===== src/verilog/startup_pkg.sv =====
package startup_pkg;

  localparam logic [3:0] ADDR_CTRL = 4'h0;
  localparam logic [3:0] ADDR_CFG  = 4'h4;
  localparam logic [3:0] ADDR_STAT = 4'h8;

  localparam int CTRL_GO  = 0;
  localparam int CTRL_PWR = 1;

  localparam int CFG_MODE_LSB = 0;
  localparam int CFG_K_LSB    = 8;
  localparam int CFG_SYNC     = 16;
  localparam int CFG_BG       = 17;
  localparam int CFG_OFS      = 18;
  localparam int CFG_OVR      = 19;
  localparam logic [31:0] CFG_RST = 32'h0000_0000;

  localparam logic [3:0] SEL_LINK_EN = 4'h0;
  localparam logic [3:0] SEL_CAL_EN  = 4'h1;
  localparam logic [3:0] SEL_MODE    = 4'h2;
  localparam logic [3:0] SEL_KM1     = 4'h3;
  localparam logic [3:0] SEL_SYNC    = 4'h4;
  localparam logic [3:0] SEL_CALCFG  = 4'h5;
  localparam logic [3:0] SEL_OVR     = 4'h6;
  localparam logic [3:0] SEL_TRIG    = 4'h7;

  localparam logic [3:0] STEP_PRE_SYSREF = 4'h7;
  localparam logic [3:0] STEP_LINK_ON    = 4'h8;
  localparam logic [3:0] STEP_LAST       = 4'ha;

  typedef enum logic [2:0] {
    S_IDLE,
    S_REQ,
    S_WAIT,
    S_SYSREF,
    S_SYNC,
    S_DONE
  } state_t;

endpackage


===== src/verilog/startup_host.sv =====
`timescale 1ns/1ps
module startup_host (
  // Clock and reset
  input  wire logic        clk_i,
  input  wire logic        rst_n_i,
  // Wishbone slave
  input  wire logic        cyc_i,
  input  wire logic        stb_i,
  input  wire logic        we_i,
  input  wire logic [3:0]  adr_i,
  input  wire logic [3:0]  sel_i,
  input  wire logic [31:0] dat_i,
  output logic      [31:0] dat_o,
  output logic             ack_o,
  // Converter setting port
  output logic             dev_req_o,
  output logic      [3:0]  dev_sel_o,
  output logic      [7:0]  dev_data_o,
  input  wire logic        dev_ack_i,
  // Clocking, SYSREF and link
  input  wire logic        clk_stable_i,
  output logic             sysref_run_o,
  input  wire logic        sysref_ok_i,
  input  wire logic        sync_n_i,
  // Supplies
  input  wire logic        analog_high_supply_pg_i,
  output logic             core_low_supplies_en_o
);

  startup_pkg::state_t state_reg;
  startup_pkg::state_t state_next;
  logic [3:0]  step_reg;
  logic [31:0] cfg_reg;
  logic        go_reg;
  logic        pwr_req_reg;
  logic        link_en_reg;
  logic        cal_en_reg;
  logic        trig_reg;

  // Setting and value written at each step of the sequence.
  function automatic logic [11:0] step_word(input logic [3:0] s, input logic [31:0] c);
    logic [4:0] k;
    k = c[startup_pkg::CFG_K_LSB +: 5];
    case (s)
      4'h0:    step_word = {startup_pkg::SEL_LINK_EN, 8'h00};
      4'h1:    step_word = {startup_pkg::SEL_CAL_EN, 8'h00};
      4'h2:    step_word = {startup_pkg::SEL_MODE, 3'h0, c[startup_pkg::CFG_MODE_LSB +: 5]};
      4'h3:    step_word = {startup_pkg::SEL_KM1, 3'h0, 5'(k - 5'h01)};
      4'h4:    step_word = {startup_pkg::SEL_SYNC, 7'h00, c[startup_pkg::CFG_SYNC]};
      4'h5:    step_word = {startup_pkg::SEL_CALCFG, 6'h00, c[startup_pkg::CFG_OFS],
                            c[startup_pkg::CFG_BG]};
      4'h6:    step_word = {startup_pkg::SEL_CAL_EN, 8'h01};
      4'h7:    step_word = {startup_pkg::SEL_OVR, 7'h00, c[startup_pkg::CFG_OVR]};
      4'h8:    step_word = {startup_pkg::SEL_LINK_EN, 8'h01};
      4'h9:    step_word = {startup_pkg::SEL_TRIG, 8'h00};
      default: step_word = {startup_pkg::SEL_TRIG, 8'h01};
    endcase
  endfunction

  // Bus decode.
  wire        bus_req  = cyc_i & stb_i & ~ack_o;
  wire        bus_wr   = bus_req & we_i;
  wire        hit_ctrl = adr_i == startup_pkg::ADDR_CTRL;
  wire        hit_cfg  = adr_i == startup_pkg::ADDR_CFG;
  wire        hit_stat = adr_i == startup_pkg::ADDR_STAT;
  wire        ctrl_wr  = bus_wr & hit_ctrl & sel_i[0];
  wire [31:0] stat_word = {20'h00000, step_reg, 1'b0, trig_reg, cal_en_reg, link_en_reg,
                           analog_high_supply_pg_i, core_low_supplies_en_o,
                           state_reg == startup_pkg::S_DONE,
                           state_reg != startup_pkg::S_IDLE &&
                           state_reg != startup_pkg::S_DONE};
  wire [31:0] rd_word = hit_ctrl ? {30'h0, pwr_req_reg, 1'b0} :
                        hit_cfg  ? cfg_reg :
                        hit_stat ? stat_word : 32'h0000_0000;

  // Sequencer decode.
  wire [11:0] word_now  = step_word(step_reg, cfg_reg);
  wire        acked     = dev_req_o & dev_ack_i;
  wire        power_ok  = core_low_supplies_en_o & analog_high_supply_pg_i;
  wire        start_ok  = go_reg & clk_stable_i & power_ok;
  wire        step_last = step_reg == startup_pkg::STEP_LAST;
  // A start pulse that lands mid-sequence is refused; letting it through would
  // rewind the step counter while the state machine carries on.
  wire        start_take = start_ok &&
                           (state_reg == startup_pkg::S_IDLE || state_reg == startup_pkg::S_DONE);

  always_ff @(posedge clk_i or negedge rst_n_i) begin
    if (!rst_n_i) begin
      ack_o <= 1'b0;
      dat_o <= 32'h0000_0000;
    end else begin
      ack_o <= bus_req;
      dat_o <= bus_req ? rd_word : 32'h0000_0000;
    end
  end

  // Unmapped writes are acknowledged and dropped.
  always_ff @(posedge clk_i or negedge rst_n_i) begin
    if (!rst_n_i) begin
      go_reg      <= 1'b0;
      pwr_req_reg <= 1'b0;
      cfg_reg     <= startup_pkg::CFG_RST;
    end else begin
      go_reg <= ctrl_wr & dat_i[startup_pkg::CTRL_GO];
      if (ctrl_wr) begin
        pwr_req_reg <= dat_i[startup_pkg::CTRL_PWR];
      end
      for (int b = 0; b < 4; b++) begin
        if (bus_wr && hit_cfg && sel_i[b]) begin
          cfg_reg[b*8 +: 8] <= dat_i[b*8 +: 8];
        end
      end
    end
  end

  // The enable follows the power-good level while the CTRL_PWR request bit is set, with one flop of delay, so a
  // failing analog supply removes the core supplies on the next edge.
  always_ff @(posedge clk_i or negedge rst_n_i) begin
    if (!rst_n_i) begin
      core_low_supplies_en_o <= 1'b0;
    end else begin
      core_low_supplies_en_o <= pwr_req_reg & analog_high_supply_pg_i;
    end
  end

  always_comb begin
    state_next = state_reg;
    case (state_reg)
      startup_pkg::S_IDLE: begin
        if (start_ok) begin
          state_next = startup_pkg::S_REQ;
        end
      end
      startup_pkg::S_REQ: begin
        state_next = startup_pkg::S_WAIT;
      end
      startup_pkg::S_WAIT: begin
        if (acked) begin
          if (step_reg == startup_pkg::STEP_PRE_SYSREF) begin
            state_next = startup_pkg::S_SYSREF;
          end else if (step_reg == startup_pkg::STEP_LINK_ON) begin
            state_next = startup_pkg::S_SYNC;
          end else if (step_last) begin
            state_next = startup_pkg::S_DONE;
          end else begin
            state_next = startup_pkg::S_REQ;
          end
        end
      end
      startup_pkg::S_SYSREF: begin
        if (sysref_ok_i) begin
          state_next = startup_pkg::S_REQ;
        end
      end
      startup_pkg::S_SYNC: begin
        if (sync_n_i) begin
          state_next = startup_pkg::S_REQ;
        end
      end
      startup_pkg::S_DONE: begin
        if (start_ok) begin
          state_next = startup_pkg::S_REQ;
        end
      end
      default: state_next = startup_pkg::S_IDLE;
    endcase
    // Losing the supplies abandons the sequence; it restarts from step zero.
    if (!power_ok) begin
      state_next = startup_pkg::S_IDLE;
    end
  end

  always_ff @(posedge clk_i or negedge rst_n_i) begin
    if (!rst_n_i) begin
      state_reg <= startup_pkg::S_IDLE;
      step_reg  <= 4'h0;
    end else begin
      state_reg <= state_next;
      if (state_next == startup_pkg::S_IDLE || start_take) begin
        step_reg <= 4'h0;
      end else if (acked) begin
        step_reg <= step_reg + 4'h1;
      end
    end
  end

  // A request holds until acknowledged or the supplies are lost, and drops for at least one cycle.
  always_ff @(posedge clk_i or negedge rst_n_i) begin
    if (!rst_n_i) begin
      dev_req_o  <= 1'b0;
      dev_sel_o  <= 4'h0;
      dev_data_o <= 8'h00;
    end else begin
      // No request is raised in the cycle the supplies are lost.
      if (state_reg == startup_pkg::S_REQ && power_ok) begin
        dev_req_o  <= 1'b1;
        dev_sel_o  <= word_now[11:8];
        dev_data_o <= word_now[7:0];
      end else if (acked || state_next == startup_pkg::S_IDLE) begin
        dev_req_o  <= 1'b0;
      end
    end
  end

  // SYSREF is requested as a continuous stream ahead of the link restart.
  always_ff @(posedge clk_i or negedge rst_n_i) begin
    if (!rst_n_i) begin
      sysref_run_o <= 1'b0;
    end else if (state_next == startup_pkg::S_IDLE) begin
      sysref_run_o <= 1'b0;
    end else if (state_next == startup_pkg::S_SYSREF) begin
      sysref_run_o <= 1'b1;
    end
  end

  // Shadows of what the converter has accepted, shown in the status word.
  always_ff @(posedge clk_i or negedge rst_n_i) begin
    if (!rst_n_i) begin
      link_en_reg <= 1'b0;
      cal_en_reg  <= 1'b0;
      trig_reg    <= 1'b0;
    end else if (acked) begin
      if (dev_sel_o == startup_pkg::SEL_LINK_EN) begin
        link_en_reg <= dev_data_o[0];
      end
      if (dev_sel_o == startup_pkg::SEL_CAL_EN) begin
        cal_en_reg <= dev_data_o[0];
      end
      if (dev_sel_o == startup_pkg::SEL_TRIG) begin
        trig_reg <= dev_data_o[0];
      end
    end
  end

  // Previous request level, kept in a flop so the edge test stays plain logic.
  logic req_q;

  always_ff @(posedge clk_i or negedge rst_n_i) begin
    if (!rst_n_i) begin
      req_q <= 1'b0;
    end else begin
      req_q <= dev_req_o;
    end
  end

  wire req_rise = dev_req_o & ~req_q;
endmodule


===== config.mk =====
export PLATFORM = sky130hd
export DESIGN_NAME = startup_host
export DESIGN_NICKNAME = d
export VERILOG_FILES = /design/src/verilog/startup_pkg.sv /design/src/verilog/startup_host.sv
export SDC_FILE = /design/constraint.sdc
export NUM_CORES = 1
export LEC_CHECK = 0
export BUFFER_PORTS_ARGS = -buffer_cell sky130_fd_sc_hd__clkbuf_2
export CAP_MARGIN = 10
export CORE_MARGIN = 4
export CORE_UTILIZATION = 53
export CTS_CLUSTER_DIAMETER = 120
export DETAILED_ROUTE_END_ITERATION = 6
export MAX_ROUTING_LAYER = met4
export PLACE_DENSITY = 0.91
export SYNTH_ARGS = -nofsm -noshare
export SYNTH_HDL_FRONTEND = slang
export SYNTH_SLANG_ARGS = --single-unit

===== constraint.sdc =====
create_clock -name clk_i -period 2 [get_ports clk_i]
set_clock_uncertainty 0.15 [all_clocks]
set_input_delay 0.1 -clock clk_i [delete_from_list [all_inputs] [get_ports clk_i]]
set_output_delay 0.1 -clock clk_i [all_outputs]
set_load 0.01 [all_outputs]

Word-level counts from Yosys, hierarchy flattened
Cells that the tools add are included.
{"block": "word_totals", "out_inout_bits": 48, "input_bits": 50, "word_cells": 97, "register_bits": 92}
{"block": "op_classes", "n_eq_ne": 21, "bitwise_logic": 12, "muxes": 20, "n_reduce_logical": 24, "add_sub_neg": 2}
{"cell": "11-bit case mux with 10 select lines", "n": 1}
{"cell": "32-bit 2-to-1 mux", "n": 3}
{"cell": "4-bit by 3-bit == test with 1-bit output (second input constant)", "n": 6}
{"cell": "3-bit 2-to-1 mux", "n": 8}
{"cell": "4-bit == test (second input constant)", "n": 4}
{"cell": "3-bit case mux with 5 select lines", "n": 1}
{"cell": "4-bit zero test", "n": 3}
{"cell": "12-bit 2-to-1 mux", "n": 1}
{"cell": "1-bit bitwise AND", "n": 11}
{"cell": "3-bit by 2-bit == test with 1-bit output (second input constant)", "n": 3}
{"cell": "4-bit by 1-bit == test with 1-bit output (second input constant)", "n": 2}
{"cell": "4-bit by 2-bit == test with 1-bit output (second input constant)", "n": 2}
{"cell": "1-bit logical AND", "n": 8}
{"cell": "4-bit 2-to-1 mux", "n": 2}
{"cell": "3-bit == test (second input constant)", "n": 2}
{"cell": "3-bit zero test", "n": 2}
{"cell": "2-bit AND reduction", "n": 3}
{"cell": "2-bit nonzero test", "n": 3}
{"cell": "5-bit by 1-bit subtractor with 5-bit output (second input constant)", "n": 1}
{"cell": "4-bit by 1-bit adder with 4-bit output (second input constant)", "n": 1}
{"cell": "1-bit 2-to-1 mux", "n": 4}
{"cell": "3-bit by 1-bit == test with 1-bit output (second input constant)", "n": 1}
{"cell": "1-bit logical OR", "n": 3}
{"cell": "3-bit != test (second input constant)", "n": 1}
{"cell": "other kinds (3)", "n": 3}

Longest topological paths before layout
{"block": "logic_depth", "ltp_word": 11, "ltp_mapped": 8, "ltp_nobuf": 7}

Worst setup path after synthesis
No wires, ideal clock.
{"block": "synth_timing", "path_type": "flip-flop to flip-flop", "from": "reg ack_o", "to": "reg cfg_reg[0]", "arrival_time_ns": 1.458, "path_slack_ns": 0.268, "period_less_slack_ns": 1.732, "setup_ns": 0.125, "required_time_ns": 1.725, "n_path_buf": 0, "stages_incl_launch_ff": 6, "path_cell_list": "dfrtp_1 or2_2 inv_2 nand3_2 nor2_4 mux2_2"}
{"block": "synth_via", "elab_chain_len": 5}
{"item": "start: declaration", "line": "startup_host.sv:14", "source": "output logic ack_o,"}
{"item": "start signal: assignment", "line": "startup_host.sv:92", "source": "ack_o <= bus_req;"}
{"item": "1-bit inverter", "line": "startup_host.sv:61", "source": "wire bus_req = cyc_i & stb_i & ~ack_o;"}
{"item": "1-bit bitwise AND", "line": "startup_host.sv:61"}
{"item": "1-bit bitwise AND", "line": "startup_host.sv:62", "source": "wire bus_wr = bus_req & we_i;"}
{"item": "1-bit logical AND (2 in series)", "line": "startup_host.sv:109", "source": "if (bus_wr && hit_cfg && sel_i[b]) begin"}
{"item": "end signal: assignment", "line": "startup_host.sv:102", "source": "cfg_reg <= startup_pkg::CFG_RST;"}
{"item": "end signal: indexed assignment", "line": "startup_host.sv:110", "source": "cfg_reg[b*8 +: 8] <= dat_i[b*8 +: 8];"}
{"item": "end: declaration", "line": "startup_host.sv:33", "source": "logic [31:0] cfg_reg;"}
Every way passes these cells.
A chain may end at the register's enable or synchronous reset.

Worst setup path in the final report
{"block": "layout_timing", "from": "reg ack_o", "to": "reg dat_o[1]"}
{"block": "layout_via", "elab_chain_len": 3}
{"item": "1-bit inverter", "line": "startup_host.sv:61"}
{"item": "1-bit bitwise AND", "line": "startup_host.sv:61"}
{"item": "32-bit 2-to-1 mux", "line": "startup_host.sv:93", "source": "dat_o <= bus_req ? rd_word : 32'h0000_0000;"}
{"item": "end signal: assignment", "line": "startup_host.sv:93"}
{"item": "end: declaration", "line": "startup_host.sv:13", "source": "output logic [31:0] dat_o,"}
Every way passes these cells.

==> results.md <==
- Worst-path cell chain: or2_2, dlygate4sd3_1, a2111oi_2
- PnR Total Power: 3.306 mW
- Fmax: 0.5137 GHz
- Clock Latency Late Sink: 0.35 ns
- Worst VDD drop: 0.0005114 V
- Number of vias per cell: approximately 5.3
- Critical path class: reg2reg
- Post-synth EDFFs: 0
- Ant. Diodes: 0
- Nets@finish: 528
- Setup Fix Bufs, Post-CTS: 0
- Clock-pin slew of the registers on the worst-case setup and hold paths: 0.09 ns
- TritonRoute pass-1 iters: 5
- Finish-stage setup viols: 0
- CTS tree: yes
- Hold Fails Final Rpt: 0
- Vias in the first global route: 3,166
- Worst-margin pin slew: 0.6062 ns
- Worst min path class: in2reg
- Die area: 0.008846 mm²
- First-pass GRT wire length: 14,860 µm
- Cells after Synth: approximately 330
- Share of cells above drive strength 1: 37.24%
- Mean area per synthesized cell: about 12 µm²
- Layout area overhead: 31.11%
- LEAKAGE: about 2.6 nW
- I/O Buffers: 93
- MaxCap Viol Count: 0
- Worst-path maximum fanout: 3
- Status: completed
- Remaining global-route overflow: 0
- Clk buf depth: 2
- #FFs+latches synth: 88
- Clock Sinks: 88
- Ratio of final minimum period to clock period: 97.34%
- Crit end category: register
- CP max stage cell: dlygate4sd3_1
- Clock Tree Root: clkbuf_8
- WL/cell: ~16 µm
- Initial Util: 54.41%
- Initial antenna violation count: 0
- Global Route Usage Sum: 22.48%
- Worst rel slew slack: about three fifths
- Via count: 3,057
- Residual DRC: 0
- Sequential area share after synthesis: 56.10%
- CP Data Arrival Time: 2.03 ns
- Post-DRT Antenna Nets: 0
- # placed instances: between 500 and 600
- Minimum clock period: 1.947 ns
- Count of yosys warnings during synthesis: 0
- Final Non-Filler Cells: 577
- Final Hold Slack: between 0.02 and 0.025 ns
- Rows: 31
- FFs w/ async S/R, synth: 100.0%
- Critical Path Source Type: register
- Core area: 0.007214 mm²
- Post-synth cell types: 56
- Slowest stage delay, CP: 0.60 ns
- Total CTS buffers: 9
- Synthesized area: 0.003925 mm²
- Cell Pwr Density: 642.5 mW/mm²
- Chip Width: 94.06 µm
- DRT iter0 DRCs: 184
- Max-slew violations: 0
- Final WL: 9286 µm
- Hpwl dp: 6471 µm
- Ys flop type: dfrtp_1
- Largest net degree at the start of global routing: roughly 50
- Routability cong.: between 0.9 and 1
- Worst Path Required: roughly 2.1 ns
- Die Y: between 90 and 100 µm
- H-tree Lvls: 3
- # IOs: 98
## placed cells by master, fill, tap and decap left out, types with 5 or more instances in the layout
master,netlist,routed
clkbuf_2,0,92
dfrtp_1,88,88
dlygate4sd3_1,0,43
mux2_2,35,35
nand2_1,27,26
nor2_1,23,23
and3_1,22,22
buf_4,4,13
a22oi_1,12,12
o21ai_0,10,10
clkbuf_8,0,10
inv_1,7,7
nor2b_1,6,6
a21oi_1,6,6
xor2_1,5,5
ha_1,5,5
## worst paths after layout
kind | cells past startpoint | endpoint | start | slack [ns]
hold reg to reg | 2 | dev_data_o[1]$_DFFE_PN0P_ | dev_data_o[1]$_DFFE_PN0P_ | 0.35
hold / removal | 3 | cfg_reg[26]$_DFFE_PN0P_ | sel_i[3] | 0.02
setup / recovery | 3 | dat_o[1]$_DFF_PN0_ | ack_o$_DFF_PN0_ | 0.05
min in group asynchronous | 2 | step_reg[2]$_DFFE_PN0P_ | rst_n_i | 0.15
max in group asynchronous | 3 | pwr_req_reg$_DFFE_PN0P_ | rst_n_i | 0.92
setup reg to reg | 3 | dat_o[1]$_DFF_PN0_ | ack_o$_DFF_PN0_ | 0.05
## metrics by stage
step / utilization (%) / setup TNS, ns / setup slack, ns / cell area [µm²]
after floorplan: - / 0 / 0.2676 / 3936
final: 71.33 / 0 / 0.05316 / 5146
after global placement: 62.61 / 0 / 0.2387 / 4517
after CTS: 71.19 / 0 / 0.07979 / 5136
after detailed placement: 62.61 / 0 / 0.1605 / 4517
after global routing: 71.33 / -0.02773 / -0.02773 / 5146
## final cells by class
type                    count  area, µm²
multi-input cells         216       1589
fillers                   502       2068
inverters                   9      33.78
well taps                  99      123.9
flip-flops and latches     88       2202
repair buffers            149       1008
clock buffers              10      137.6
clock inverters             6      51.30
## report_power, final
part,internal (mW),switching (mW),leakage [nW]
sequential,1.83,0.0379,1.22
combinational,0.155,0.132,1.32
clock,0.500,0.653,0.0870
total,2.48,0.823,2.63
## cells in the mapped netlist, types with 4 or more instances
master / number / area, µm²
a21oi_1: 6 / 30.03
a22oi_1: 12 / 90.09
and2_1: 4 / 25.02
and3_1: 22 / 137.6
buf_2: 4 / 20.02
buf_4: 4 / 30.03
clkbuf_1: 10 / 37.54
dfrtp_1: 88 / 2202
ha_1: 5 / 62.56
inv_1: 7 / 26.28
mux2_2: 35 / 394.1
nand2_1: 27 / 101.4
nor2_1: 23 / 86.33
nor2b_1: 6 / 37.54
nor3_1: 4 / 20.02
o21ai_0: 10 / 50.05
o21ai_1: 4 / 20.02
xor2_1: 5 / 43.79
## timing repair
action | 4_1_cts | 5_1_grt
hold buffers | 43 | 0
endpoints found under the setup margin | 0 | 3
gates resized for setup | 0 | 4
endpoints found under the hold margin | 86 | 0
## logic make-up after synthesis
group / count (synthesis) / share of synthesized area, %
other: 1 / 0.09554
xor gates and xnor gates: 7 / 1.562
muxes: 37 / 10.58
buffers and inverters: 30 / 3.953
DFF: 88 / 56.10
AOI/OAI and AO/OA: 51 / 9.469
and+or+nand+nor: 112 / 16.64
adders and majority gates: 5 / 1.594
## metal layers
| metal | vias to the layer above | global-route usage (%) | wire length, µm |
|---|---|---|---|
| met1 | 1479 | 27.00 | 3781 |
| met3 | 21 | 5.449 | 639 |
| met4 | 0 | 8.063 | 223 |
| met5 | - | - | 0 |
| met2 | 118 | 37.14 | 4643 |
| li1 | 1439 | - | - |
## critical path: cells and delay by family, from the launching register on
| kind | cells | cell delay [ns] |
|---|---|---|
| and+or+nand+nor | 1 | 0.36 |
| buffers and inverters | 1 | 0.60 |
| DFF | 1 | 0.40 |
| AOI/OAI and AO/OA | 1 | 0.32 |
(Power assumes the default switching activity.)
